[src/shared/mdp_pkg.sv]
/*
 * constants, register map and state type of the protection monitor.
 * assumes a 25 MHz aclk and a 32-bit AXI4-Lite register port.
 */
package mdp_pkg;

    // ------------------------------------------------------------
    // register offsets
    // ------------------------------------------------------------
    localparam logic [7:0] ADDR_LEVELS = 8'h00;
    localparam logic [7:0] ADDR_CTRL = 8'h04;
    localparam logic [7:0] ADDR_RATED = 8'h08;
    localparam logic [7:0] ADDR_INFN_LO = 8'h0C;
    localparam logic [7:0] ADDR_INFN_HI = 8'h10;
    localparam logic [7:0] ADDR_STATUS = 8'h14;

    // ------------------------------------------------------------
    // reset values
    // ------------------------------------------------------------
    // warn 150 %, warn 10 s, trip 180 %, trip 60 s
    localparam logic [31:0] LEVELS_RST = 32'h3CB4_0A96;
    // stall select 0, trip enabled, phase loss off, stall 150 %,
    // open collector function 12, relay function 17
    localparam logic [31:0] CTRL_RST = 32'h110C_9608;
    localparam logic [31:0] RATED_RST = 32'h0064_0064;
    localparam logic [31:0] INFN_LO_RST = 32'h0000_0000;
    localparam logic [31:0] INFN_HI_RST = 32'h0706_0000;

    // ------------------------------------------------------------
    // field positions
    // ------------------------------------------------------------
    localparam int WARN_LVL_POS = 0;
    localparam int WARN_TIME_POS = 8;
    localparam int TRIP_LVL_POS = 16;
    localparam int TRIP_TIME_POS = 24;
    localparam int STALL_SEL_POS = 0;
    localparam int TRIP_EN_POS = 3;
    localparam int PLOSS_POS = 4;
    localparam int STALL_LVL_POS = 8;
    localparam int OC_FN_POS = 16;
    localparam int RELAY_FN_POS = 24;
    localparam int MOTOR_RATED_POS = 0;
    localparam int DRIVE_RATED_POS = 16;
    // status: 0 warn, 5:1 latched trips, 8:6 stall
    localparam int ST_WARN_POS = 0;
    localparam int ST_TRIP_POS = 1;
    localparam int ST_STALL_POS = 6;

    // ------------------------------------------------------------
    // function codes and timing
    // ------------------------------------------------------------
    localparam logic [4:0] FN_OVL_WARN = 5'h05;
    localparam logic [4:0] FN_DRV_OVL = 5'h06;
    localparam logic [4:0] FN_STALL = 5'h07;
    localparam logic [4:0] FN_RUN = 5'h0C;
    localparam logic [4:0] FN_FAULT = 5'h11;
    localparam logic [4:0] IN_EXT_NO = 5'h12;
    localparam logic [4:0] IN_EXT_NC = 5'h13;
    localparam logic [31:0] PCT_SCALE = 32'h0000_0064;
    localparam logic [1:0] RESP_OKAY = 2'h0;
    localparam logic [1:0] RESP_SLVERR = 2'h2;
    localparam int unsigned CLK_HZ = 25_000_000;
    localparam int unsigned TICK_S = 1;
    localparam int unsigned TICK_CYC = TICK_S * CLK_HZ;

    // trip index inside the trip vector
    localparam int TR_OVL = 0;
    localparam int TR_OUTPH = 1;
    localparam int TR_INPH = 2;
    localparam int TR_EXT = 3;
    localparam int TR_DRV = 4;

    typedef struct packed {
        logic [31:0] levels;
        logic [31:0] ctrl;
        logic [31:0] rated;
        logic [31:0] infn_lo;
        logic [31:0] infn_hi;
        logic [4:0] trips;
        logic warn;
        logic [2:0] stall;
        logic oc;
        logic relay;
        logic [24:0] presc;
        logic tick;
        logic [5:0] warn_cnt;
        logic [5:0] trip_cnt;
        logic aw_hold;
        logic [7:0] aw_addr;
        logic w_hold;
        logic [31:0] w_data;
        logic [3:0] w_strb;
        logic bvalid;
        logic [1:0] bresp;
        logic rvalid;
        logic [1:0] rresp;
        logic [31:0] rdata;
    } mdp_state_t;

endpackage

[src/verilog/mdp_monitor.sv]
/*
 * motor drive protection monitor: overload warning and trip, stall
 * prevention, phase loss, external trips, drive overload and routing of
 * flags to the open-collector and relay outputs; AXI4-Lite registers.
 * assumes measured currents, dc link level and ramp state come in
 * synchronous to aclk from logic outside this block.
 */
// The AXI4-Lite register port and the register offsets were decided locally.
`timescale 1ns/10ps

// Summary of operation
// [RL1] overload warn level 30-150 %, time 0-30 s
// [RL2] function 5 routes warning to either output
// [RL3] trip enable set turns output off on overload
// [RL4] trip after current over level for trip time
// [RL5] accel stall halts ramp above stall level
// [RL6] constant speed stall forces deceleration
// [RL7] decel stall halts ramp on high dc link
// [RL8] stall select bits: accel, constant, decel
// [RL9] stall level percent of motor rated current
// [RL10] function 7 shows stall while stall acting
// [RL11] stall may stretch ramps beyond set times
// [RL12] phase loss low bit: output phase loss trips
// [RL13] high bit: input loss or capacitor trips
// [RL14] value 3 enables both phase checks
// [RL15] phase loss select is two independent bits
// [RL16] input codes 0-29, 18 open, 19 closed trip
// [RL17] normally-open trip input closed gives fault
// [RL18] normally-closed trip input open gives fault
// [RL19] drive overload over rated, alarm function 6
// [RL20] output selectors default 12 and 17
// [RL21] warning after continuous time, clears below
module mdp_monitor
    import mdp_pkg::*;
#(
    parameter int unsigned TICK_CYCLES = TICK_CYC
) (
    input wire logic aclk,
    input wire logic aresetn,
    input wire logic [7:0] s_axi_awaddr,
    input wire logic s_axi_awvalid,
    output logic s_axi_awready,
    input wire logic [31:0] s_axi_wdata,
    input wire logic [3:0] s_axi_wstrb,
    input wire logic s_axi_wvalid,
    output logic s_axi_wready,
    output logic [1:0] s_axi_bresp,
    output logic s_axi_bvalid,
    input wire logic s_axi_bready,
    input wire logic [7:0] s_axi_araddr,
    input wire logic s_axi_arvalid,
    output logic s_axi_arready,
    output logic [31:0] s_axi_rdata,
    output logic [1:0] s_axi_rresp,
    output logic s_axi_rvalid,
    input wire logic s_axi_rready,
    input wire logic [15:0] motor_current,
    input wire logic [15:0] drive_current,
    input wire logic dc_link_high,
    input wire logic ramp_accel,
    input wire logic ramp_const,
    input wire logic ramp_decel,
    input wire logic run_active,
    input wire logic [2:0] out_phase_lost,
    input wire logic [2:0] in_phase_lost,
    input wire logic cap_replace,
    input wire logic [7:0] multi_input,
    output logic open_collector_output,
    output logic changeover_relay_output,
    output logic output_enable,
    output logic fault,
    output logic overload_warn_flag,
    output logic stall_hold_accel,
    output logic stall_force_decel,
    output logic stall_hold_decel,
    output logic stall_active
);

    // ------------------------------------------------------------
    // helpers
    // ------------------------------------------------------------
    function automatic logic over_pct(
        input logic [15:0] cur,
        input logic [7:0] pct,
        input logic [15:0] rated
    );
        logic [31:0] lhs;
        logic [31:0] rhs;
        lhs = {16'h0000, cur} * PCT_SCALE;
        rhs = {24'h00_0000, pct} * {16'h0000, rated};
        over_pct = lhs > rhs;
    endfunction

    function automatic logic [31:0] wmerge(
        input logic [31:0] old,
        input logic [31:0] data,
        input logic [3:0] strb
    );
        logic [31:0] res;
        res = old;
        for (int b = 0; b < 4; b++) begin
            if (strb[b]) begin
                res[8*b +: 8] = data[8*b +: 8];
            end
        end
        wmerge = res;
    endfunction

    function automatic logic route(
        input logic [4:0] sel,
        input logic [7:0] flags
    );
        logic r;
        r = 1'b0;
        unique case (sel)
            FN_OVL_WARN: r = flags[0];
            FN_DRV_OVL: r = flags[1];
            FN_STALL: r = flags[2];
            FN_RUN: r = flags[3];
            FN_FAULT: r = flags[4];
            default: r = 1'b0;
        endcase
        route = r;
    endfunction

    function automatic logic [5:0] count_up(
        input logic [5:0] cnt,
        input logic above,
        input logic tick
    );
        logic [5:0] res;
        res = cnt;
        if (!above) begin
            res = 6'h00;
        end else if (tick && cnt != 6'h3F) begin
            res = cnt + 6'h01;
        end
        count_up = res;
    endfunction

    mdp_state_t st_r;
    mdp_state_t st_nxt;

    // ------------------------------------------------------------
    // configuration fields
    // ------------------------------------------------------------
    logic [7:0] warn_lvl;
    logic [5:0] warn_time;
    logic [7:0] trip_lvl;
    logic [5:0] trip_time;
    logic [2:0] stall_sel;
    logic trip_en;
    logic [1:0] ploss_sel;
    logic [7:0] stall_lvl;
    logic [4:0] oc_fn;
    logic [4:0] relay_fn;
    logic [15:0] motor_rated_current;
    logic [15:0] drive_rated_current;
    logic [63:0] infn;

    assign warn_lvl = st_r.levels[WARN_LVL_POS +: 8];
    assign warn_time = st_r.levels[WARN_TIME_POS +: 6];
    assign trip_lvl = st_r.levels[TRIP_LVL_POS +: 8];
    assign trip_time = st_r.levels[TRIP_TIME_POS +: 6];
    assign stall_sel = st_r.ctrl[STALL_SEL_POS +: 3];
    assign trip_en = st_r.ctrl[TRIP_EN_POS];
    assign ploss_sel = st_r.ctrl[PLOSS_POS +: 2];
    assign stall_lvl = st_r.ctrl[STALL_LVL_POS +: 8];
    assign oc_fn = st_r.ctrl[OC_FN_POS +: 5];
    assign relay_fn = st_r.ctrl[RELAY_FN_POS +: 5];
    assign motor_rated_current = st_r.rated[MOTOR_RATED_POS +: 16];
    assign drive_rated_current = st_r.rated[DRIVE_RATED_POS +: 16];
    assign infn = {st_r.infn_hi, st_r.infn_lo};

    // ------------------------------------------------------------
    // external trip inputs
    // ------------------------------------------------------------
    logic [7:0] ext_hit;

    for (genvar i = 0; i < 8; i++) begin : g_ext
        logic [4:0] fn;
        assign fn = infn[8*i +: 5];
        // [RL16] [RL17] [RL18] contact type decode
        assign ext_hit[i] = (fn == IN_EXT_NO && multi_input[i]) ||
                            (fn == IN_EXT_NC && !multi_input[i]);
    end

    // ------------------------------------------------------------
    // protection conditions
    // ------------------------------------------------------------
    logic warn_above;
    logic trip_above;
    logic stall_above;
    logic drv_over;
    logic [4:0] trip_set;
    logic [2:0] stall_act;
    logic [7:0] flags;

    assign warn_above = over_pct(motor_current, warn_lvl,
                                 motor_rated_current);
    assign trip_above = over_pct(motor_current, trip_lvl,
                                 motor_rated_current);
    // [RL9] stall level scaling
    assign stall_above = over_pct(motor_current, stall_lvl,
                                  motor_rated_current);
    assign drv_over = drive_current > drive_rated_current;

    always_comb begin
        trip_set = 5'h00;
        // [RL3] [RL4] overload trip qualify
        trip_set[TR_OVL] = trip_en && trip_above &&
                           st_r.trip_cnt >= trip_time;
        // [RL12] [RL14] [RL15] output phase check
        trip_set[TR_OUTPH] = ploss_sel[0] && |out_phase_lost;
        // [RL13] [RL14] [RL15] input phase check
        trip_set[TR_INPH] = ploss_sel[1] &&
                            (|in_phase_lost || cap_replace);
        // [RL17] [RL18] external fault
        trip_set[TR_EXT] = |ext_hit;
        // [RL19] drive overload trip
        trip_set[TR_DRV] = drv_over;
    end

    // [RL5] [RL6] [RL7] [RL8] stall actions per ramp phase
    assign stall_act[0] = stall_sel[0] && ramp_accel && stall_above;
    assign stall_act[1] = stall_sel[1] && ramp_const && stall_above;
    assign stall_act[2] = stall_sel[2] && ramp_decel && dc_link_high;

    assign flags = {3'h0, |st_r.trips, run_active, |st_r.stall,
                    st_r.trips[TR_DRV], st_r.warn};

    // ------------------------------------------------------------
    // next state
    // ------------------------------------------------------------
    logic do_write;
    logic ar_take;
    logic wr_map;
    logic [31:0] clr_mask;
    logic [31:0] status;

    assign do_write = st_r.aw_hold && st_r.w_hold && !st_r.bvalid;
    assign ar_take = s_axi_arvalid && !st_r.rvalid;
    assign wr_map = st_r.aw_addr inside {ADDR_LEVELS, ADDR_CTRL,
                                         ADDR_RATED, ADDR_INFN_LO,
                                         ADDR_INFN_HI, ADDR_STATUS};

    always_comb begin
        status = 32'h0000_0000;
        status[ST_WARN_POS] = st_r.warn;
        status[ST_TRIP_POS +: 5] = st_r.trips;
        status[ST_STALL_POS +: 3] = st_r.stall;
    end

    always_comb begin
        st_nxt = st_r;
        clr_mask = 32'h0000_0000;

        st_nxt.tick = 1'b0;
        if (st_r.presc >= 25'(TICK_CYCLES - 1)) begin
            st_nxt.presc = 25'h000_0000;
            st_nxt.tick = 1'b1;
        end else begin
            st_nxt.presc = st_r.presc + 25'h000_0001;
        end

        // [RL1] [RL21] warning qualifying time
        st_nxt.warn_cnt = count_up(st_r.warn_cnt, warn_above, st_r.tick);
        st_nxt.warn = warn_above && st_r.warn_cnt >= warn_time;
        // [RL4] trip qualifying time
        st_nxt.trip_cnt = count_up(st_r.trip_cnt, trip_above, st_r.tick);
        // [RL11] stall only holds or forces decel, never times ramps
        st_nxt.stall = stall_act;
        // [RL2] [RL10] [RL19] [RL20] output routing
        st_nxt.oc = route(oc_fn, flags);
        st_nxt.relay = route(relay_fn, flags);

        // write address and data, either order
        if (s_axi_awvalid && s_axi_awready) begin
            st_nxt.aw_hold = 1'b1;
            st_nxt.aw_addr = s_axi_awaddr;
        end
        if (s_axi_wvalid && s_axi_wready) begin
            st_nxt.w_hold = 1'b1;
            st_nxt.w_data = s_axi_wdata;
            st_nxt.w_strb = s_axi_wstrb;
        end
        if (do_write) begin
            st_nxt.aw_hold = 1'b0;
            st_nxt.w_hold = 1'b0;
            st_nxt.bvalid = 1'b1;
            st_nxt.bresp = wr_map ? RESP_OKAY : RESP_SLVERR;
            unique case (st_r.aw_addr)
                ADDR_LEVELS: st_nxt.levels = wmerge(st_r.levels,
                    st_r.w_data, st_r.w_strb);
                ADDR_CTRL: st_nxt.ctrl = wmerge(st_r.ctrl,
                    st_r.w_data, st_r.w_strb);
                ADDR_RATED: st_nxt.rated = wmerge(st_r.rated,
                    st_r.w_data, st_r.w_strb);
                ADDR_INFN_LO: st_nxt.infn_lo = wmerge(st_r.infn_lo,
                    st_r.w_data, st_r.w_strb);
                ADDR_INFN_HI: st_nxt.infn_hi = wmerge(st_r.infn_hi,
                    st_r.w_data, st_r.w_strb);
                ADDR_STATUS: clr_mask = wmerge(32'h0000_0000,
                    st_r.w_data, st_r.w_strb);
                default: clr_mask = 32'h0000_0000;
            endcase
        end
        if (st_r.bvalid && s_axi_bready) begin
            st_nxt.bvalid = 1'b0;
        end

        // latched trips: write one to clear, a new event wins
        st_nxt.trips = (st_r.trips & ~clr_mask[ST_TRIP_POS +: 5]) |
                       trip_set;

        if (ar_take) begin
            st_nxt.rvalid = 1'b1;
            st_nxt.rresp = RESP_OKAY;
            unique case (s_axi_araddr)
                ADDR_LEVELS: st_nxt.rdata = st_r.levels;
                ADDR_CTRL: st_nxt.rdata = st_r.ctrl;
                ADDR_RATED: st_nxt.rdata = st_r.rated;
                ADDR_INFN_LO: st_nxt.rdata = st_r.infn_lo;
                ADDR_INFN_HI: st_nxt.rdata = st_r.infn_hi;
                ADDR_STATUS: st_nxt.rdata = status;
                default: begin
                    st_nxt.rdata = 32'h0000_0000;
                    st_nxt.rresp = RESP_SLVERR;
                end
            endcase
        end else if (st_r.rvalid && s_axi_rready) begin
            st_nxt.rvalid = 1'b0;
        end
    end

    always_ff @(posedge aclk) begin
        if (!aresetn) begin
            st_r <= '0;
            st_r.levels <= LEVELS_RST;
            st_r.ctrl <= CTRL_RST;
            st_r.rated <= RATED_RST;
            st_r.infn_lo <= INFN_LO_RST;
            st_r.infn_hi <= INFN_HI_RST;
        end else begin
            st_r <= st_nxt;
        end
    end

    // ------------------------------------------------------------
    // outputs
    // ------------------------------------------------------------
    assign s_axi_awready = !st_r.aw_hold && !st_r.bvalid;
    assign s_axi_wready = !st_r.w_hold && !st_r.bvalid;
    assign s_axi_bvalid = st_r.bvalid;
    assign s_axi_bresp = st_r.bresp;
    assign s_axi_arready = !st_r.rvalid;
    assign s_axi_rvalid = st_r.rvalid;
    assign s_axi_rdata = st_r.rdata;
    assign s_axi_rresp = st_r.rresp;
    assign open_collector_output = st_r.oc;
    assign changeover_relay_output = st_r.relay;
    // [RL3] [RL12] [RL13] output shut off on any trip
    assign output_enable = ~|st_r.trips;
    assign fault = |st_r.trips;
    assign overload_warn_flag = st_r.warn;
    // [RL5] accel hold
    assign stall_hold_accel = st_r.stall[0];
    // [RL6] constant speed dip
    assign stall_force_decel = st_r.stall[1];
    // [RL7] decel hold
    assign stall_hold_decel = st_r.stall[2];
    // [RL10] stall indication
    assign stall_active = |st_r.stall;

endmodule

[config.mk]
export PLATFORM = sky130hd
export DESIGN_NAME = mdp_monitor
export DESIGN_NICKNAME = d
export VERILOG_FILES = /design/src/shared/mdp_pkg.sv /design/src/verilog/mdp_monitor.sv
export SDC_FILE = /design/constraint.sdc
export NUM_CORES = 2
export LEC_CHECK = 0
export BUFFER_PORTS_ARGS = -buffer_cell sky130_fd_sc_hd__buf_2
export CORE_MARGIN = 5
export CORE_UTILIZATION = 57
export CTS_CLUSTER_DIAMETER = 200
export DETAILED_ROUTE_END_ITERATION = 8
export MAX_ROUTING_LAYER = met4
export PLACE_DENSITY = 0.84
export SYNTH_ARGS = -nofsm -noshare
export SYNTH_HDL_FRONTEND = slang
export SYNTH_SLANG_ARGS = --single-unit
[constraint.sdc]
create_clock -name aclk -period 6.7 [get_ports aclk]
set_clock_uncertainty 0.15 [all_clocks]
set_input_delay 1.005 -clock aclk [delete_from_list [all_inputs] [get_ports aclk]]
set_output_delay 1.005 -clock aclk [all_outputs]
set_load 0.01 [all_outputs]
==> impl_metrics.yaml <==
routing:
  vias: 24360
  drc: 0
  routedWlPerCell_microns: 18.83
  vias_per_cell: 5.869
  antenna_left: 0
  wirelength_mm: 78.15
  drtIter0Drc: 2539
  drt_first_pass_iters: 7
cts:
  clk_pin_slew_ns: 0.07
  cts_inserted_buffers: 29
  clkLatencyLatePin_ns: 0.57
  cts_hold_buf: 0
  cts_sinks: 291
  clk_path_buf_depth: 3
  cts_tree: "done"
  ctsRootBufferMaster: "clkbuf_16"
  htree_levels: 1
floorplanning:
  initial_core_util_pct: 57.19
  pin_count: 161
  die_h_microns: 230.9
  core_area_sq_um: 48650
  die-area_sq_um: 53330
  rows: 81
  die_w_microns: 230.9
global_routing:
  grt_use_met2_pct: 45.78
  grt-ovfl-total: 0
  grt_pass1_vias: 23880
  grt_start_max_net_pins: 94
  grt_pass1_wl_mm: 123.8
  met1_usage_pct: 38.45
  grt_use_total_pct: 29.05
  grt_use_met3_pct: 3.407
  top_usage_layer: "met2"
  grt_antenna_before_repair: 2
layout:
  drive_gt1_share_pct: 12.53
  nets: 4156
  mostFrequentLayoutCell: "nand2_1"
  mostFrequentLayoutCells: "508 x nand2_1, 430 x inv_1, 278 x dfxtp_1"
  syn2layout_area_growth_pct: 12.00
  fillCellCount: 3798
yosys:
  synth-edff-count: 0
  async_reset_ff_share_pct: 0
  avgSynthCellArea_sq_um: 8.315
  synth_top_area_cell: "dfxtp_1"
  ys_seq_area_share_pct: 20.94
  synth_area_leaders: "dfxtp_1 21%, fa_1 19%, ha_1 13%"
  synth_ff_type: "dfxtp_1"
  yosysWarnings: 0
  synth_seq_cells: 291
  synth_cell_types: 70
  synthesis.area_sq_um: 27820
  synth_cells: 3346
  yosysTopAreaCellShare_pct: 20.94
timing:
  setup_viol: 6
  slew_violations: 0
  tightest_slew_ns: 1.211
  final_hold_viol_count: 0
  rsz0062_at_grt: "true"
  setup_slack_ns: -0.07701
  maxSlewHeadroom_pct: 19.26
  hold_ws_ns: 0.3041
  finalCriticalPeriod_ns: 6.777
  period_share_pct: 101.1
  fmax_mhz: 147.6
critical_path:
  rr_startpoint: "st_r[281]"
  rrSetupSlack_ns: -0.08
  setup.worst_path.start_class: "flip-flop"
  r2r_cells: 22
  setup.worst_path.class: "flip-flop to flip-flop"
  critPathCaptureType: "flip-flop"
  worstPathArrival_ns: 7.07
  rr_endpoint: "st_r[128]"
  cp.required_ns: 6.99
  cp_max_fo: 6
run_status:
  status: "finished, violations left"
  violations: "setup timing"
job:
  cap_viol_max_count: 0
placed_design:
  dp_hpwl_mm: 58.95
  place_ws_ns: -0.3322
  port_buffers: 158
  finalWeightedCongestion: 0.9415
pwr:
  power_mw: 4.881
  p_leak_nw: 14.35
  vdd_drop_max_uv: 267.5
  powerDensity_nw_per_um2: 156.6
hold_path:
  hold-path-endpoint: "st_r[81]"
  hp-start: "st_r[81]"
  whs_path_depth: 2
  hp-class: "flip-flop to flip-flop"
Yosys cell counts (23+ instances only):
cell type  count
xnor2_1       53
nand4_1       24
dfxtp_1      291
mux2i_1       96
a31oi_1       33
nand2_1      513
buf_4         36
nor2_1       179
a222oi_1      23
fa_1         263
nor3_1        53
nand3_1       51
a21o_1        36
inv_1        433
and2_1       258
o21ai_0       69
a21oi_1      221
ha_1         278
xor2_1        53
clkbuf_1     132
area by class of cell:
type                       count  area, sq um  share of cell area [%]
multi-input combinational   2447        19900                   63.88
sequential                   291         5867                   18.83
timing repair buffer         301         1883                   6.043
inverter                     434         1634                   5.244
tap                          622        778.2                   2.498
clock buffer                  33        760.7                   2.441
clock inverter                21        327.8                   1.052
antenna                        2        5.005                 0.01606
repair_timing:
item	CTS	global route
pin swaps	8	20
endpoints found under the setup margin	9	16
gates resized for setup	14	61
buffers inserted	2	4
layer usage:
metal  share of wire (%)  up-vias
met5                   0        -
met3                 9.1      263
met4                 5.1        0
li1                    -    11260
met2                  46     1307
met1                  40    11540
cells by family (layout without fill, tap and decap cells):
logic type,after synthesis,count (layout),synth area share [%]
simple gates,1178,1178,20.02
buf+inv,609,789,8.720
fa+ha+maj,541,541,31.43
compound gates,515,515,11.73
flops,291,291,20.94
xor+xnor,106,106,3.337
mux,105,105,3.818
other cells,1,4,0.01348
how the worst max path moves through the flow:
| stage | start | slack, ns | depth (start not counted) | end |
|---|---|---|---|---|
| finish | st_r[281] | -0.08 | 22 | st_r[128] |
| global route | st_r[284] | -0.21 | 22 | st_r[128] |
| global placement | motor_rated_current[3] | -0.17 | 24 | st_r[88] |
| CTS | st_r[283] | 0.001 | 23 | st_r[128] |
| floorplan | motor_rated_current[4] | 0.001 | 24 | st_r[128] |
| detailed placement | motor_rated_current[3] | -0.33 | 24 | st_r[86] |
critical path: stages, from the launching register on:
cell and delay (ns):
dfxtp_4 0.37, and2_1 0.16, fa_1 0.55, fa_1 0.43, fa_1 0.49, inv_1 0.05, fa_1 0.49, inv_2 0.05
ha_4 0.23, a211o_1 0.31, or3_4 0.36, o221ai_4 0.17, a21oi_2 0.10, o41ai_4 0.35, or4b_1 0.46, o211a_1 0.17
ha_4 0.30, nand3_4 0.08, or2_4 0.26, or4_4 0.46, o41ai_4 0.33, nor2_4 0.12, a41o_1 0.20
power by group:
group,switching [mW],internal (mW),total [mW]
sequential,0.0493,1.75,1.80
clock,0.735,1.10,1.83
combinational,0.735,0.508,1.24
total,1.52,3.36,4.88
state kept, by name, indices dropped and copies added, names as in the netlist, 2 cells and up:
| signal | cells |
|---|---|
| motor_rated_current | 16 |
| infn | 24 |
| drive_rated_current | 16 |
| st_r | 140 |
| g_ext.fn | 40 |
| relay_fn | 5 |
| ploss_sel | 2 |
| oc_fn | 5 |
| s_axi_rdata | 32 |
through the flow:
stage          instance area [sq um]  setup TNS, ns  utilization (%)  instances
2_1_floorplan                  28010              0                -       3347
3_3_place_gp                   29720         -1.006            61.09       4089
3_5_place_dp                   29720         -2.012            61.09       4089
4_1_cts                        30890              0            63.51       4145
5_1_grt                        31160         -1.423            64.05       4151
6_report                       31160        -0.3319            64.05       4151
Power figures use the tool's default switching activity.
